<file path="config.mk">
export PLATFORM = sky130hd
export DESIGN_NAME = iffl_top
export DESIGN_NICKNAME = d
export VERILOG_FILES = /design/src/hw/iffl_pkg.sv /design/src/hw/iffl_top.sv /design/src/hw/iffl_scan_timer.sv /design/src/hw/iffl_filter.sv
export VERILOG_INCLUDE_DIRS = /design/src /design/src/hw
export SDC_FILE = /design/constraint.sdc
export NUM_CORES = 2
export LEC_CHECK = 0
export BUFFER_PORTS_ARGS = -buffer_cell sky130_fd_sc_hd__buf_2
export CORE_MARGIN = 1.5
export CORE_UTILIZATION = 45
export CTS_BUF_LIST = sky130_fd_sc_hd__clkbuf_8
export DETAILED_ROUTE_END_ITERATION = 16
export RECOVER_POWER = 50
export SYNTH_ARGS = -nofsm -noshare
export SYNTH_HDL_FRONTEND = slang
export SYNTH_SLANG_ARGS = --single-unit
</file>
<file path="constraint.sdc">
create_clock -name pclk -period 18.1 [get_ports pclk]
set_clock_uncertainty 0.05 [all_clocks]
set_input_delay 0.905 -clock pclk [delete_from_list [all_inputs] [get_ports pclk]]
set_output_delay 0.905 -clock pclk [all_outputs]
set_load 0.05 [all_outputs]
</file>
<file path="src/hw/iffl_consts.svh">
`ifndef IFFL_CONSTS_SVH
`define IFFL_CONSTS_SVH

// Register indexes; the byte address on the bus is four times the index.
`define IFFL_IDX_INT_CFG 8'h28
`define IFFL_IDX_MASK_A 8'h2A
`define IFFL_IDX_MASK_B 8'h2B
`define IFFL_IDX_FIRST 8'h2C
`define IFFL_IDX_SUMMARY 8'h2D
`define IFFL_IDX_CH_BASE 8'h2E
`define IFFL_IDX_PLUS_OV 8'h35
`define IFFL_IDX_MINUS_OV 8'h36
`define IFFL_IDX_BIAS 8'h37
`define IFFL_IDX_SCAN_EN 8'h64
`define IFFL_IDX_THRESH 8'h65
`define IFFL_IDX_SCAN_CFG 8'h67
`define IFFL_IDX_AVG_CFG 8'h68

// Reset values.
`define IFFL_SCAN_CFG_RST 8'hB8
`define IFFL_AVG_CFG_RST 4'h0
`define IFFL_THRESH_RST 8'h80
`define IFFL_SCAN_EN_RST 6'h3F

// Field positions.
`define IFFL_SCAN_SEL_HI 7
`define IFFL_SCAN_SEL_LO 6
`define IFFL_DBN_SEL_HI 3
`define IFFL_DBN_SEL_LO 2
`define IFFL_SUPPLY_DBN_BIT 1
`define IFFL_DOUBLE_BIT 0
`define IFFL_AVG_SEL_HI 7
`define IFFL_AVG_SEL_LO 6
`define IFFL_BIAS_AVG_OFF_BIT 5
`define IFFL_TEMP_AVG_OFF_BIT 4
`define IFFL_CLR_ALWAYS_BIT 0

// Fault point numbering of the sample stream.
`define IFFL_NCH 6
`define IFFL_NPOINT 65
`define IFFL_PT_PLUS_OV 48
`define IFFL_PT_MINUS_OV 54
`define IFFL_PT_BIAS_HC 60
`define IFFL_PT_BIAS_LC 61
`define IFFL_PT_BIAS_OV 62
`define IFFL_PT_SUPPLY_SHORT 63
`define IFFL_PT_OVERTEMP 64

// Timing.
`define IFFL_CLK_MHZ 25
`define IFFL_INTERVAL_1_US 1000
`define IFFL_INTERVAL_4_US 4000
`define IFFL_INTERVAL_8_US 8000
`define IFFL_RESP_PER_CH 12'd450
`define IFFL_RESP_BASE 12'd1000
`define IFFL_DIAG_48K_KHZ 13'd6144
`define IFFL_DIAG_44K_KHZ 13'd5644
`define IFFL_DIAG_OSC_KHZ 13'd5000

`endif

</file>
<file path="src/hw/iffl_pkg.sv">
`include "iffl_consts.svh"

package iffl_pkg;

	typedef struct packed {
		logic valid;
		logic [6:0] id;
		logic [9:0] value;
	} iffl_sample_type;

	typedef struct packed {
		logic valid;
		logic [6:0] id;
		logic live;
		logic rise;
	} iffl_verdict_type;

	typedef enum logic [1:0] {IFFL_SCAN_KICK, IFFL_SCAN_RUN, IFFL_SCAN_WAIT} iffl_scan_state_type;

	typedef struct packed {
		iffl_scan_state_type state;
		logic [17:0] count;
		logic start;
	} iffl_timer_type;

	typedef struct packed {
		logic [`IFFL_NPOINT-1:0][9:0] avg;
		logic [`IFFL_NPOINT-1:0][4:0] cnt;
		logic [`IFFL_NPOINT-1:0] flt;
		iffl_verdict_type out;
	} iffl_filter_type;

	typedef struct packed {
		logic [7:0] scan_cfg;
		logic [3:0] avg_cfg;
		logic clr_always;
		logic [7:0] mask_a;
		logic [7:0] mask_b;
		logic [7:0] thresh;
		logic [5:0] scan_en;
		logic [`IFFL_NPOINT-1:0] latched;
		logic [`IFFL_NPOINT-1:0] live;
		logic [3:0] first_ltch;
		logic [3:0] first_prev;
		logic [31:0] prdata;
		logic irq;
		logic [11:0] resp;
		logic [12:0] khz;
	} iffl_regs_type;

endpackage : iffl_pkg

</file>
<file path="src/hw/iffl_top.sv">
// Added by the designer: register access over APB.
`timescale 1ns/1ns
`include "iffl_consts.svh"

// What this block does
// RQ1: Latched bit sets only when its fault rises and filtering conditions are met.
// RQ2: Any unmasked latched bit going from zero to one raises an interrupt request.
// RQ3: By default a read clears a latched bit only when its live bit is zero.
// RQ4: With clear-on-read-always set, a read clears latched bits whatever the live state.
// RQ5: A summary register shows which channels hold latched faults.
// RQ6: Minus battery-short and overvoltage bits clear only by reading another register.
// RQ7: Host reads every latched register after each fault signal.
// RQ8: With debounce on, a fault needs the programmed count of consecutive fault readings.
// RQ9: Debounce select codes 16, 8, 4 or none; resets to 4; not for supply short.
// RQ10: Supply-short-below-bias debounce is 16 counts when zero, 8 when one.
// RQ11: Scan interval select is continuous, 1 ms, 4 ms or 8 ms; resets to 4 ms.
// RQ12: The interval runs from the end of one full scan to the next start.
// RQ13: Continuous mode starts the next scan at once, with no idle gap.
// RQ14: Threshold doubling bit multiplies every threshold by two.
// RQ15: Averaging select: off, equal weighting, or old 0.75 and new 0.25.
// RQ16: With averaging the average must pass the threshold, for the full debounce count.
// RQ17: Bias load override bit forces averaging off for bias current faults.
// RQ18: Overtemperature override bit forces averaging off for overtemperature faults.
// RQ19: Without averaging, persistence time is scan interval times debounce count.
// RQ20: Continuous response time is 450 times channels plus 1000 scan clock periods.
// RQ21: Scan clock is 6.144 MHz, 5.644 MHz, or the 5 MHz oscillator on clock trouble.
// RQ22: Live bits and the first interrupt register bypass debounce and averaging.
// RQ23: In clear-always mode a cleared bit sets again only on a new rising fault.
// RQ24: A masked fault raises no interrupt request but is still latched.
// RQ25: An in-range reading restarts the debounce count from zero.
// RQ26: The reserved averaging code behaves as averaging off.
module iffl_top import iffl_pkg::*; #(
	parameter int SCAN_1_CYCLES = `IFFL_INTERVAL_1_US * `IFFL_CLK_MHZ,
	parameter int SCAN_4_CYCLES = `IFFL_INTERVAL_4_US * `IFFL_CLK_MHZ,
	parameter int SCAN_8_CYCLES = `IFFL_INTERVAL_8_US * `IFFL_CLK_MHZ
) (
	// Clock, reset and clock enable
	input logic pclk,
	input logic presetn,
	input logic clk_en,
	// APB slave
	input logic psel,
	input logic penable,
	input logic pwrite,
	input logic [11:0] paddr,
	input logic [31:0] pwdata,
	output logic [31:0] prdata,
	output logic pready,
	output logic pslverr,
	// Diagnostic converter
	input iffl_sample_type sample,
	input logic scan_done,
	output logic scan_start,
	output logic scan_idle,
	output logic [5:0] scan_channel_enable,
	// Unfiltered self-protection faults
	input logic [3:0] first_live,
	// Clock status
	input logic rate_family_44k,
	input logic clocks_bad,
	// Results
	output logic irq_request,
	output logic [11:0] response_periods,
	output logic [12:0] diag_clock_khz
);

	localparam int NP = `IFFL_NPOINT;
	localparam int NCH = `IFFL_NCH;

	iffl_regs_type r;
	iffl_regs_type next_r;
	iffl_verdict_type verdict;
	logic [7:0] idx;
	logic mapped;
	logic rd_done;
	logic wr_done;
	logic [8:0] eff_thresh;
	logic [1:0] eff_avg;
	logic [4:0] eff_target;

	function automatic logic ch_index(input logic [7:0] i);
		return (i >= `IFFL_IDX_CH_BASE) && (i < `IFFL_IDX_CH_BASE + 8'(NCH));
	endfunction : ch_index

	function automatic logic is_mapped(input logic [7:0] i);
		case (i)
			`IFFL_IDX_INT_CFG, `IFFL_IDX_MASK_A, `IFFL_IDX_MASK_B, `IFFL_IDX_FIRST,
			`IFFL_IDX_SUMMARY, `IFFL_IDX_PLUS_OV, `IFFL_IDX_MINUS_OV, `IFFL_IDX_BIAS,
			`IFFL_IDX_SCAN_EN, `IFFL_IDX_THRESH, `IFFL_IDX_SCAN_CFG,
			`IFFL_IDX_AVG_CFG: return 1'b1;
			default: return ch_index(i);
		endcase
	endfunction : is_mapped

	function automatic logic [7:0] reg_byte(input iffl_regs_type s, input logic [7:0] i);
		logic [7:0] b;
		b = 8'h00;
		case (i)
			`IFFL_IDX_INT_CFG: b[`IFFL_CLR_ALWAYS_BIT] = s.clr_always;
			`IFFL_IDX_MASK_A: b = s.mask_a;
			`IFFL_IDX_MASK_B: b = s.mask_b;
			`IFFL_IDX_FIRST: b = {s.first_ltch, 4'h0};
			`IFFL_IDX_SUMMARY: begin
				for (int k = 0; k < NCH; k++) begin
					b[7-k] = |s.latched[k*8 +: 8]; // RQ5
				end
				b[1] = s.latched[`IFFL_PT_SUPPLY_SHORT];
			end
			`IFFL_IDX_PLUS_OV: begin
				for (int k = 0; k < NCH; k++) begin
					b[7-k] = s.latched[`IFFL_PT_PLUS_OV+k];
				end
			end
			`IFFL_IDX_MINUS_OV: begin
				for (int k = 0; k < NCH; k++) begin
					b[7-k] = s.latched[`IFFL_PT_MINUS_OV+k];
				end
			end
			`IFFL_IDX_BIAS: begin
				b = {s.latched[`IFFL_PT_BIAS_HC], s.latched[`IFFL_PT_BIAS_LC],
					s.latched[`IFFL_PT_BIAS_OV], s.latched[`IFFL_PT_OVERTEMP], 4'h0};
			end
			`IFFL_IDX_SCAN_EN: b = {s.scan_en, 2'b00};
			`IFFL_IDX_THRESH: b = s.thresh;
			`IFFL_IDX_SCAN_CFG: b = s.scan_cfg;
			`IFFL_IDX_AVG_CFG: b = {s.avg_cfg, 4'h0};
			default: begin
				if (ch_index(i)) begin
					b = s.latched[int'(i - `IFFL_IDX_CH_BASE)*8 +: 8];
				end
			end
		endcase
		return b;
	endfunction : reg_byte

	// Points whose latched bit a read of register i may clear.
	function automatic logic [NP-1:0] clear_set(input logic [7:0] i);
		logic [NP-1:0] m;
		m = '0;
		case (i)
			`IFFL_IDX_SUMMARY: m[`IFFL_PT_SUPPLY_SHORT] = 1'b1;
			`IFFL_IDX_BIAS: begin
				m[`IFFL_PT_BIAS_HC] = 1'b1;
				m[`IFFL_PT_BIAS_LC] = 1'b1;
				m[`IFFL_PT_BIAS_OV] = 1'b1;
				m[`IFFL_PT_OVERTEMP] = 1'b1;
				// The minus battery shorts and both overvoltage groups are
				// cleared here, so reading their own registers leaves them set.
				for (int k = 0; k < NCH; k++) begin
					m[k*8] = 1'b1; // RQ6
					m[`IFFL_PT_PLUS_OV+k] = 1'b1; // RQ6
					m[`IFFL_PT_MINUS_OV+k] = 1'b1; // RQ6
				end
			end
			default: begin
				if (ch_index(i)) begin
					m[int'(i - `IFFL_IDX_CH_BASE)*8 +: 8] = 8'hFE; // RQ6
				end
			end
		endcase
		return m;
	endfunction : clear_set

	function automatic logic point_masked(input iffl_regs_type s, input int p);
		if (p < NCH * 8) begin
			return s.mask_a[7 - p / 8];
		end else if (p < `IFFL_PT_BIAS_HC) begin
			return s.mask_a[1];
		end
		return s.mask_a[0];
	endfunction : point_masked

	function automatic logic [2:0] count_ones(input logic [5:0] v);
		logic [2:0] n;
		n = 3'd0;
		for (int k = 0; k < 6; k++) begin
			n = n + {2'b00, v[k]};
		end
		return n;
	endfunction : count_ones

	assign idx = paddr[9:2];
	assign mapped = (paddr[11:10] == 2'b00) && (paddr[1:0] == 2'b00) && is_mapped(idx);
	assign pready = 1'b1;
	assign pslverr = psel && penable && !mapped;
	assign rd_done = psel && penable && !pwrite && mapped && clk_en;
	assign wr_done = psel && penable && pwrite && mapped;

	assign eff_thresh = r.scan_cfg[`IFFL_DOUBLE_BIT] ? {r.thresh, 1'b0} : {1'b0, r.thresh}; // RQ14

	// Per-reading filter settings.
	always_comb begin
		eff_avg = r.avg_cfg[`IFFL_AVG_SEL_HI-4:`IFFL_AVG_SEL_LO-4];
		if (eff_avg == 2'd3) begin
			eff_avg = 2'd0; // RQ26
		end
		if ((sample.id == 7'(`IFFL_PT_BIAS_HC) || sample.id == 7'(`IFFL_PT_BIAS_LC))
			&& r.avg_cfg[`IFFL_BIAS_AVG_OFF_BIT-4]) begin
			eff_avg = 2'd0; // RQ17
		end
		if (sample.id == 7'(`IFFL_PT_OVERTEMP) && r.avg_cfg[`IFFL_TEMP_AVG_OFF_BIT-4]) begin
			eff_avg = 2'd0; // RQ18
		end
		if (sample.id == 7'(`IFFL_PT_SUPPLY_SHORT)) begin
			eff_target = r.scan_cfg[`IFFL_SUPPLY_DBN_BIT] ? 5'd8 : 5'd16; // RQ10
		end else begin
			case (r.scan_cfg[`IFFL_DBN_SEL_HI:`IFFL_DBN_SEL_LO])
				2'd0: eff_target = 5'd16; // RQ9
				2'd1: eff_target = 5'd8; // RQ9
				2'd2: eff_target = 5'd4; // RQ9
				default: eff_target = 5'd1; // RQ9
			endcase
		end
	end

	iffl_filter u_filter (
		.pclk(pclk),
		.presetn(presetn),
		.clk_en(clk_en),
		.sample(sample),
		.thresh(eff_thresh),
		.avg_mode(eff_avg),
		.target(eff_target),
		.verdict(verdict)
	);

	iffl_scan_timer #(
		.CYC_1(SCAN_1_CYCLES),
		.CYC_4(SCAN_4_CYCLES),
		.CYC_8(SCAN_8_CYCLES)
	) u_timer (
		.pclk(pclk),
		.presetn(presetn),
		.clk_en(clk_en),
		.interval_sel(r.scan_cfg[`IFFL_SCAN_SEL_HI:`IFFL_SCAN_SEL_LO]), // RQ11
		.scan_done(scan_done),
		.scan_start(scan_start),
		.scan_idle(scan_idle)
	);

	always_comb begin
		logic [NP-1:0] live_now;
		logic [NP-1:0] set_now;
		logic [NP-1:0] clr_now;
		logic [3:0] first_set;
		logic [3:0] first_clr;
		logic fresh;
		live_now = r.live;
		set_now = '0;
		clr_now = '0;
		first_set = 4'h0;
		first_clr = 4'h0;
		fresh = 1'b0;
		next_r = r;

		if (verdict.valid) begin
			live_now[verdict.id] = verdict.live; // RQ22
			// Only a fresh rise of the filtered state sets a bit again.
			set_now[verdict.id] = verdict.rise; // RQ23
		end
		next_r.live = live_now;

		first_set = first_live & ~r.first_prev; // RQ22
		next_r.first_prev = first_live;

		if (rd_done) begin
			if (r.clr_always) begin
				clr_now = clear_set(idx); // RQ4
			end else begin
				clr_now = clear_set(idx) & ~live_now; // RQ3
			end
			if (idx == `IFFL_IDX_FIRST) begin
				first_clr = r.clr_always ? 4'hF : ~first_live;
			end
		end
		// A fault arriving in the same cycle as its clearing read is kept.
		next_r.latched = (r.latched & ~clr_now) | set_now; // RQ1
		next_r.first_ltch = (r.first_ltch & ~first_clr) | first_set;

		for (int p = 0; p < NP; p++) begin
			if (set_now[p] && !r.latched[p] && !point_masked(r, p)) begin
				fresh = 1'b1; // RQ24
			end
		end
		if (|(first_set & ~r.first_ltch & ~r.mask_b[7:4])) begin
			fresh = 1'b1; // RQ24
		end
		next_r.irq = fresh; // RQ2

		if (psel && !penable) begin
			next_r.prdata = {24'h00_0000, reg_byte(r, idx)};
		end

		if (wr_done) begin
			case (idx)
				`IFFL_IDX_INT_CFG: next_r.clr_always = pwdata[`IFFL_CLR_ALWAYS_BIT];
				`IFFL_IDX_MASK_A: next_r.mask_a = pwdata[7:0];
				`IFFL_IDX_MASK_B: next_r.mask_b = {pwdata[7:4], 4'h0};
				`IFFL_IDX_SCAN_EN: next_r.scan_en = pwdata[7:2];
				`IFFL_IDX_THRESH: next_r.thresh = pwdata[7:0];
				`IFFL_IDX_SCAN_CFG: next_r.scan_cfg = pwdata[7:0];
				`IFFL_IDX_AVG_CFG: next_r.avg_cfg = pwdata[7:4];
				default: next_r.scan_en = r.scan_en;
			endcase
		end

		next_r.resp = `IFFL_RESP_PER_CH * {9'h000, count_ones(r.scan_en)} + `IFFL_RESP_BASE; // RQ20
		if (clocks_bad) begin
			next_r.khz = `IFFL_DIAG_OSC_KHZ; // RQ21
		end else if (rate_family_44k) begin
			next_r.khz = `IFFL_DIAG_44K_KHZ; // RQ21
		end else begin
			next_r.khz = `IFFL_DIAG_48K_KHZ; // RQ21
		end
	end

	always_ff @(posedge pclk or negedge presetn) begin
		if (!presetn) begin
			r <= '{
				scan_cfg: `IFFL_SCAN_CFG_RST,
				avg_cfg: `IFFL_AVG_CFG_RST,
				thresh: `IFFL_THRESH_RST,
				scan_en: `IFFL_SCAN_EN_RST,
				resp: 12'h000,
				khz: 13'h0000,
				default: '0
			};
		end else if (clk_en) begin
			r <= next_r;
		end
	end

	assign prdata = r.prdata;
	assign irq_request = r.irq;
	assign response_periods = r.resp;
	assign diag_clock_khz = r.khz;
	assign scan_channel_enable = r.scan_en;

endmodule : iffl_top

</file>
<file path="src/hw/iffl_scan_timer.sv">
`timescale 1ns/1ns

module iffl_scan_timer import iffl_pkg::*; #(
	parameter int CYC_1 = 25000,
	parameter int CYC_4 = 100000,
	parameter int CYC_8 = 200000
) (
	// Clock and reset
	input logic pclk,
	input logic presetn,
	input logic clk_en,
	// Control
	input logic [1:0] interval_sel,
	input logic scan_done,
	// Status
	output logic scan_start,
	output logic scan_idle
);

	iffl_timer_type r;
	iffl_timer_type next_r;
	logic [17:0] wait_len;

	always_comb begin
		case (interval_sel)
			2'd1: wait_len = 18'(CYC_1 - 1);
			2'd2: wait_len = 18'(CYC_4 - 1);
			default: wait_len = 18'(CYC_8 - 1);
		endcase
	end

	// The gap runs from the end of one full scan to the start of the next.
	always_comb begin
		next_r = r;
		next_r.start = 1'b0;
		case (r.state)
			IFFL_SCAN_KICK: begin
				next_r.start = 1'b1;
				next_r.state = IFFL_SCAN_RUN;
			end
			IFFL_SCAN_RUN: begin
				if (scan_done) begin
					if (interval_sel == 2'd0) begin
						next_r.start = 1'b1; // RQ13
					end else begin
						next_r.count = wait_len; // RQ12
						next_r.state = IFFL_SCAN_WAIT;
					end
				end
			end
			IFFL_SCAN_WAIT: begin
				if (r.count == 18'h0_0000) begin
					next_r.start = 1'b1; // RQ11
					next_r.state = IFFL_SCAN_RUN;
				end else begin
					next_r.count = r.count - 18'h0_0001;
				end
			end
			default: next_r.state = IFFL_SCAN_KICK;
		endcase
	end

	always_ff @(posedge pclk or negedge presetn) begin
		if (!presetn) begin
			r <= '{state: IFFL_SCAN_KICK, default: '0};
		end else if (clk_en) begin
			r <= next_r;
		end
	end

	assign scan_start = r.start;
	assign scan_idle = (r.state == IFFL_SCAN_WAIT);

endmodule : iffl_scan_timer

</file>
<file path="src/hw/iffl_filter.sv">
`timescale 1ns/1ns
`include "iffl_consts.svh"

module iffl_filter import iffl_pkg::*; (
	// Clock and reset
	input logic pclk,
	input logic presetn,
	input logic clk_en,
	// Reading and its settings
	input iffl_sample_type sample,
	input logic [8:0] thresh,
	input logic [1:0] avg_mode,
	input logic [4:0] target,
	// Verdict, one cycle after the reading
	output iffl_verdict_type verdict
);

	iffl_filter_type r;
	iffl_filter_type next_r;

	always_comb begin
		logic [9:0] old;
		logic [11:0] sum;
		logic [9:0] mean;
		logic raw;
		logic beyond;
		logic [4:0] c;
		old = r.avg[sample.id];
		sum = 12'h000;
		mean = sample.value;
		raw = 1'b0;
		beyond = 1'b0;
		c = 5'h00;
		next_r = r;
		next_r.out = '0;
		if (sample.valid && sample.id < 7'(`IFFL_NPOINT)) begin
			raw = sample.value > {1'b0, thresh}; // RQ22
			case (avg_mode)
				2'd1: begin
					sum = {2'b00, old} + {2'b00, sample.value};
					mean = sum[10:1]; // RQ15
				end
				2'd2: begin
					sum = {2'b00, old} + {1'b0, old, 1'b0} + {2'b00, sample.value};
					mean = sum[11:2]; // RQ15
				end
				default: mean = sample.value;
			endcase
			next_r.avg[sample.id] = mean;
			beyond = (avg_mode != 2'd0) ? (mean > {1'b0, thresh}) : raw; // RQ16
			if (beyond) begin
				c = r.cnt[sample.id];
				if (c < target) begin
					c = c + 5'h01; // RQ8
				end
			end
			// An in-range reading restarts the count.
			next_r.cnt[sample.id] = c; // RQ25
			next_r.flt[sample.id] = beyond && (c >= target); // RQ19
			next_r.out.valid = 1'b1;
			next_r.out.id = sample.id;
			next_r.out.live = raw;
			next_r.out.rise = beyond && (c >= target) && !r.flt[sample.id]; // RQ1
		end
	end

	always_ff @(posedge pclk or negedge presetn) begin
		if (!presetn) begin
			r <= '0;
		end else if (clk_en) begin
			r <= next_r;
		end
	end

	assign verdict = r.out;

endmodule : iffl_filter

</file>
; Word level (Yosys, flattened, before mapping)
; Cells that the tools add are included.
[totals]
regBits = 1282
latch_bits = 0
ramBits = 0
romBits = 0
out_inout_bits = 68
word_cells = 651
n_memories = 0
[classes]
addsub = 13
mul = 1
div = 0
order_cmp = 11
eq_ne = 29
shifts = 3
n_mux = 168
bitwise_logic = 17
n_reduce_logical = 256
[op_table]
columns = op, count
row1 = $bwmux 650, 1
row2 = $bwmux 325, 1
row3 = $mux 65, 5
row4 = $and 65x65->65, 4
row5 = $logic_and 1x1->1, 148
row6 = $bwmux 65, 2
row7 = $not 65->65, 2
row8 = $mux 7, 18
row9 = $mux 1, 89
row10 = $logic_not 1->1, 77
row11 = $pmux 18 s2, 2
row12 = $pmux 6 s12, 1
row13 = $bmux 10 s7, 1
row14 = $demux 10 s7, 1
row15 = $or 65x65->65, 1
row16 = $shift 8x33->65 const A, 1
row17 = $shiftx 65x12->8, 1
row18 = $shiftx 8x33->65 const A, 1
row19 = $eq 8x6->1 const B, 8
row20 = $reduce_or 8->1, 8
row21 = $mux 10, 4
row22 = $bmux 5 s7, 1
row23 = $demux 5 s7, 1
row24 = $mux 5, 7
row25 = other kinds (59), 113

; Logic depth before layout (Yosys ltp)
[logic_depth]
ltp_word = 74
depth_mapped = 48
ltp_nobuf = 35

; Modules after synthesis
; From an unflattened synthesis, not the netlist that was laid out.
[unflattened]
cells_unflattened = 6464
area_unflattened_um2 = 62476.2
[by_module_without_submodules]
columns = module, instances, cells_each, area_per_inst_um2, seq_area_each_um2
row1 = iffl_filter, 1, 4927, 47893.4, 26275.2
row2 = iffl_top, 1, 1373, 13210.2, 5018.6
row3 = iffl_scan_timer, 1, 164, 1372.6, 525.5

; Worst setup path after synthesis
; OpenSTA, ideal clock, no wires.
[synth_path]
path_type = input to register
start = input sample[10] (netlist bit)
end = register u_filter.r[41] (netlist bit)
setup_time_ps = 135
arrival_ps = 9768
required_time_ps = 17915
path_slack_ps = 8147
cell_stages = 46
path_buffers = 11
cell_sequence = buf_4 -> buf_4 -> buf_2 -> buf_2 -> buf_1 -> mux4_2 -> mux2i_1 -> o22ai_1 -> o21ai_0 -> o21ai_0 -> a22o_1 -> fa_1 -> and2_1 -> fa_1 -> a21o_1 -> a21oi_1 -> o21ai_0 -> a21o_1 -> [10 not listed] -> a221oi_1 -> o21bai_1 -> o21a_1 -> o211ai_1 -> clkbuf_1 -> clkbuf_1 -> ha_1 -> nand2b_1 -> a21o_1 -> a21o_1 -> a21o_1 -> a31oi_1 -> a41o_1 -> a21oi_1 -> nand2_1 -> buf_2 -> clkbuf_1 -> o21ai_0
[synth_between]
elab_chain_cells = 15
[synth_rtl]
columns = element, line_no
row1 = start: declaration, iffl_top.sv:51  ; input iffl_sample_type sample,
row2 = "parallel branches: the longest is 15 deep, another holds $add 10x11->12", n/a
row3 = end signal: assignment, iffl_filter.sv:71  ; r <= next_r;
row4 = end: declaration, iffl_filter.sv:18  ; iffl_filter_type r;
; Parallel ways; which one is timed is not known. The select of a mux whose other input is x is not followed.
; A chain may end at the register's enable or synchronous reset.

; Final worst setup path
[layout_path]
start = input sample[11] (netlist bit)
end = register u_filter.r[40] (netlist bit)
; Same word-level chain as after synthesis.

==> Flow_metrics.wiki <==
{| class="wikitable"
! Metric !! Value
|-
| Status || complete, but fails checks
|-
| Violated checks || max-capacitance violations, max-slew violations
|-
| Num rows || 135
|-
| Initial DRC Count || between 4,000 and 5,000
|-
| Core region area || between 100,000 and 150,000 um2
|-
| Maximum level of the CTS H-tree || 4
|-
| Largest net degree at the start of global routing || 181
|-
| Upper clock frequency limit || 0.0778 GHz
|-
| Cells on worst reg2reg path || 37
|-
| Y dimension of the die || 373 um
|-
| Synth Register Bits || 1,270
|-
| Post-route insts no fill || 7,870
|-
| Hold Path Cell Cnt || 2
|-
| Vias after detailed routing || between 40,000 and 50,000
|-
| Top cell by count, worst path || sky130_fd_sc_hd__o21ai_0
|-
| Period minus WS final || 12.86 ns
|-
| Kind of critical path || input port to register
|-
| Horizontal die dimension || 373 um
|-
| Fraction of layout instances using a drive strength above 1 || 0.138
|-
| Setup tns final || 0 ns
|-
| Final hold vios || 0
|-
| Number of antenna violations at the first check in global routing || 5
|-
| Share of Yosys cell area claimed by the top area cell type || 0.512
|-
| Synthesized area per cell || roughly 10 um2
|-
| Largest fanout of any net on the critical path || between 80 and 90
|-
| Number of max-capacitance violations reported || 9
|-
| Initial Utilization || 0.454
|-
| Worst-Skew Late Latency || 0.98 ns
|-
| Most frequently used flop master after synthesis || sky130_fd_sc_hd__dfrtp_1
|-
| Total number of clock tree sinks || between 1,000 and 1,500
|-
| Global-route wire length before repair || 284,000 um
|-
| LEAKAGE || 0.0295 uW
|-
| M1 WL || about 79,000 um
|-
| Pwr/cell area || 90.9 nW/um2
|-
| Required time at the endpoint of the critical path || 18.80 ns
|-
| Average wire length per cell after detail routing || between 20 and 25 um
|-
| Pins over their slew limit || 579
|-
| Remaining max-slew budget at the tightest pin || -4.58
|-
| Detail Route met3 WL || 11,800 um
|-
| Sequential cell area fraction in the yosys report || 0.516
|-
| Share of async-settable or async-resettable flops after synthesis || 1.00
|-
| Via count of the first global-routing pass || around 46,000
|-
| Tot GR Track Use || 0.266
|-
| Post-CTS setup buffers || 0
|-
| Number of optimization iterations in the first detailed-route pass || 5
|-
| Startpoint class of the critical path || input port
|-
| Largest incremental delay on the critical path || 1.86 ns
|-
| Total standard cell area after synthesis || 61,600 um2
|-
| Highest Signal Layer || met5
|-
| I/O pin count || roughly 140
|-
| Area growth syn-to-layout || 9.49%
|-
| Weighted congestion at the end of routability-driven global placement || 0.954
|-
| Via density || 5.87
|-
| RSZ-0062 raised after global routing || no
|-
| Peak VDD IR || ~0.063 mV
|-
| Post-synthesis cell count || between 6,000 and 7,000
|-
| Placed cells || 7,467
|-
| Cell types occupying the most area after synthesis || sky130_fd_sc_hd__dfrtp_1 51%, sky130_fd_sc_hd__mux4_2 10%, sky130_fd_sc_hd__o21ai_0 8.7%
|-
| DR DRC count || 0
|-
| Routed wire length on met2 || 85,400 um
|-
| Tcrit/Tclk final || 0.711
|-
| Routed Wire Length || 183,000 um
|-
| Leading cell types in the layout, fill and taps excluded || 1,257 x sky130_fd_sc_hd__dfrtp_1, 1,082 x sky130_fd_sc_hd__nand2_1, 1,069 x sky130_fd_sc_hd__o21ai_0
|-
| Maximum clock insertion buffer count || 3
|-
| Hold buffer count at CTS || 1
|-
| Die Area || about 140,000 um2
|-
| Number of setup violations in the final report || 0
|-
| Clock tree from TritonCTS || built
|-
| Root Buffer || sky130_fd_sc_hd__clkbuf_8
|-
| Leading cell type in the layout, fill and taps excluded || sky130_fd_sc_hd__dfrtp_1
|-
| Resized Gates After CTS || 0
|-
| Worst-Margin Slew || 8.37 ns
|-
| Signal arrival time at the worst endpoint || around 14 ns
|-
| Total clock buffers created by CTS || 213
|-
| Tightest Hold Check Type || input port to register
|-
| Post-DRT Antenna Nets || 0
|-
| Clock transition time at the flip-flop clock pins of the worst setup and hold paths || 0.07 ns
|-
| Final HPWL DP || 115,000 um
|-
| Category of the worst setup path capture point || register
|-
| PortBufs || 87
|-
| Count of distinct cell types in the synthesized netlist || 88
|-
| Sum of overflow across all layers after global routing || 0
|-
| YS warnings || 0
|-
| Total Nets Final || approximately 6,000
|-
| Highest-delay cell along the critical path || sky130_fd_sc_hd__clkbuf_1
|-
| EDFF count, synth || 0
|-
| Library cell occupying the most area in the post-synthesis netlist || sky130_fd_sc_hd__dfrtp_1
|}
-- cells in the mapped netlist, types with 10 or more instances --
library cell	n
sky130_fd_sc_hd__or3_1	20
sky130_fd_sc_hd__xnor2_1	19
sky130_fd_sc_hd__mux4_2	273
sky130_fd_sc_hd__o21ai_1	67
sky130_fd_sc_hd__o31ai_1	155
sky130_fd_sc_hd__nor2_1	322
sky130_fd_sc_hd__dfstp_2	11
sky130_fd_sc_hd__clkbuf_1	350
sky130_fd_sc_hd__a21oi_1	273
sky130_fd_sc_hd__nand3b_1	10
sky130_fd_sc_hd__inv_1	61
sky130_fd_sc_hd__o22ai_1	77
sky130_fd_sc_hd__a22o_1	28
sky130_fd_sc_hd__a22oi_1	22
sky130_fd_sc_hd__nand4_1	14
sky130_fd_sc_hd__mux2_2	53
sky130_fd_sc_hd__a21o_1	18
sky130_fd_sc_hd__ha_1	71
sky130_fd_sc_hd__xor2_1	10
sky130_fd_sc_hd__nand3_1	111
sky130_fd_sc_hd__buf_1	30
sky130_fd_sc_hd__nand2b_1	21
sky130_fd_sc_hd__mux2i_1	138
sky130_fd_sc_hd__nor2b_1	17
sky130_fd_sc_hd__buf_4	82
sky130_fd_sc_hd__and3_1	13
sky130_fd_sc_hd__a31oi_1	15
sky130_fd_sc_hd__dfrtp_1	1259
sky130_fd_sc_hd__nor4_1	39
sky130_fd_sc_hd__buf_2	55
sky130_fd_sc_hd__o21ai_0	1069
sky130_fd_sc_hd__nor3_1	47
sky130_fd_sc_hd__nand2_1	1083
sky130_fd_sc_hd__fa_1	17
-- worst paths after layout --
| kind | to | startpoint | slack, ns |
|---|---|---|---|
| setup / recovery | u_filter.r[40] | sample[11] | 5.24 |
| hold / removal | r[62] | first_live[0] | 0.12 |
| setup reg to reg | u_filter.r[40] | u_filter.r[597] | 7.85 |
| hold reg to reg | u_filter.r[514] | u_filter.r[514] | 0.42 |
| max in group asynchronous | u_filter.r[885] | presetn | 5.89 |
| min in group asynchronous | u_timer.r[5] | presetn | 3.71 |
-- metal layers --
metal,track usage,vias to the layer above
li1,-,21240
met1,0.364,22999
met2,0.416,1590
met3,0.0493,383
met4,0.112,4
met5,0,-
-- final cells by class --
type | instances | area, um2
fillers | 12495 | 68200
flip-flops and latches | 1270 | 31800
multi-input cells | 4171 | 27400
clock buffers | 281 | 3870
well taps | 1781 | 2230
repair buffers | 179 | 1130
clock inverters | 118 | 779
inverters | 67 | 256
diodes | 3 | 7.51
-- power breakdown --
group | total (uW) | internal, uW | switching [uW]
Combinational | 452 | 133 | 319
Clock | 2730 | 1500 | 1240
Sequential | 2950 | 2910 | 37.4
-- state kept, by name (all words and copies together) (netlist names) --
signal and count:
u_filter.verdict 10, r 171, diag_clock_khz 4, u_filter.r 1040, u_timer.r 20, scan_channel_enable 6
prdata 8, response_periods 9, irq_request 1, u_timer.scan_start 1
-- critical path, delay by kind of cell --
kind	cells	cell delay, ns
muxes	2	0.87
adders and majority gates	4	1.50
and+or+nand+nor	7	1.25
AOI/OAI and AO/OA	20	3.77
buffers and inverters	7	5.01
-- cells by family (layout without fill, tap and decap cells) --
group                      Yosys count  count (layout)  synth area share
AOI/OAI and AO/OA                 1807            1807             0.164
and+or+nand+nor                   1752            1752             0.120
DFF                               1270            1270             0.516
buffers and inverters              597             645            0.0436
muxes                              464             464             0.132
adders and majority gates           88              88            0.0199
xor gates and xnor gates            29              29           0.00412
other                                2              34          0.000122
-- metrics by stage --
stage	utilization	total power (uW)	setup WS, ns	area, um2	hold WS, ns
global placement	0.464	3440	5.73	62900	0.404
CTS	0.498	6190	6.82	67500	0.0555
detailed placement	0.464	3450	5.82	62900	0.412
floorplan	-	3270	8.15	61700	0.391
global route	0.497	6360	3.58	67400	0.0857
finish	0.497	6130	5.24	67400	0.122
No activity file was read; power rests on OpenSTA's default activity.
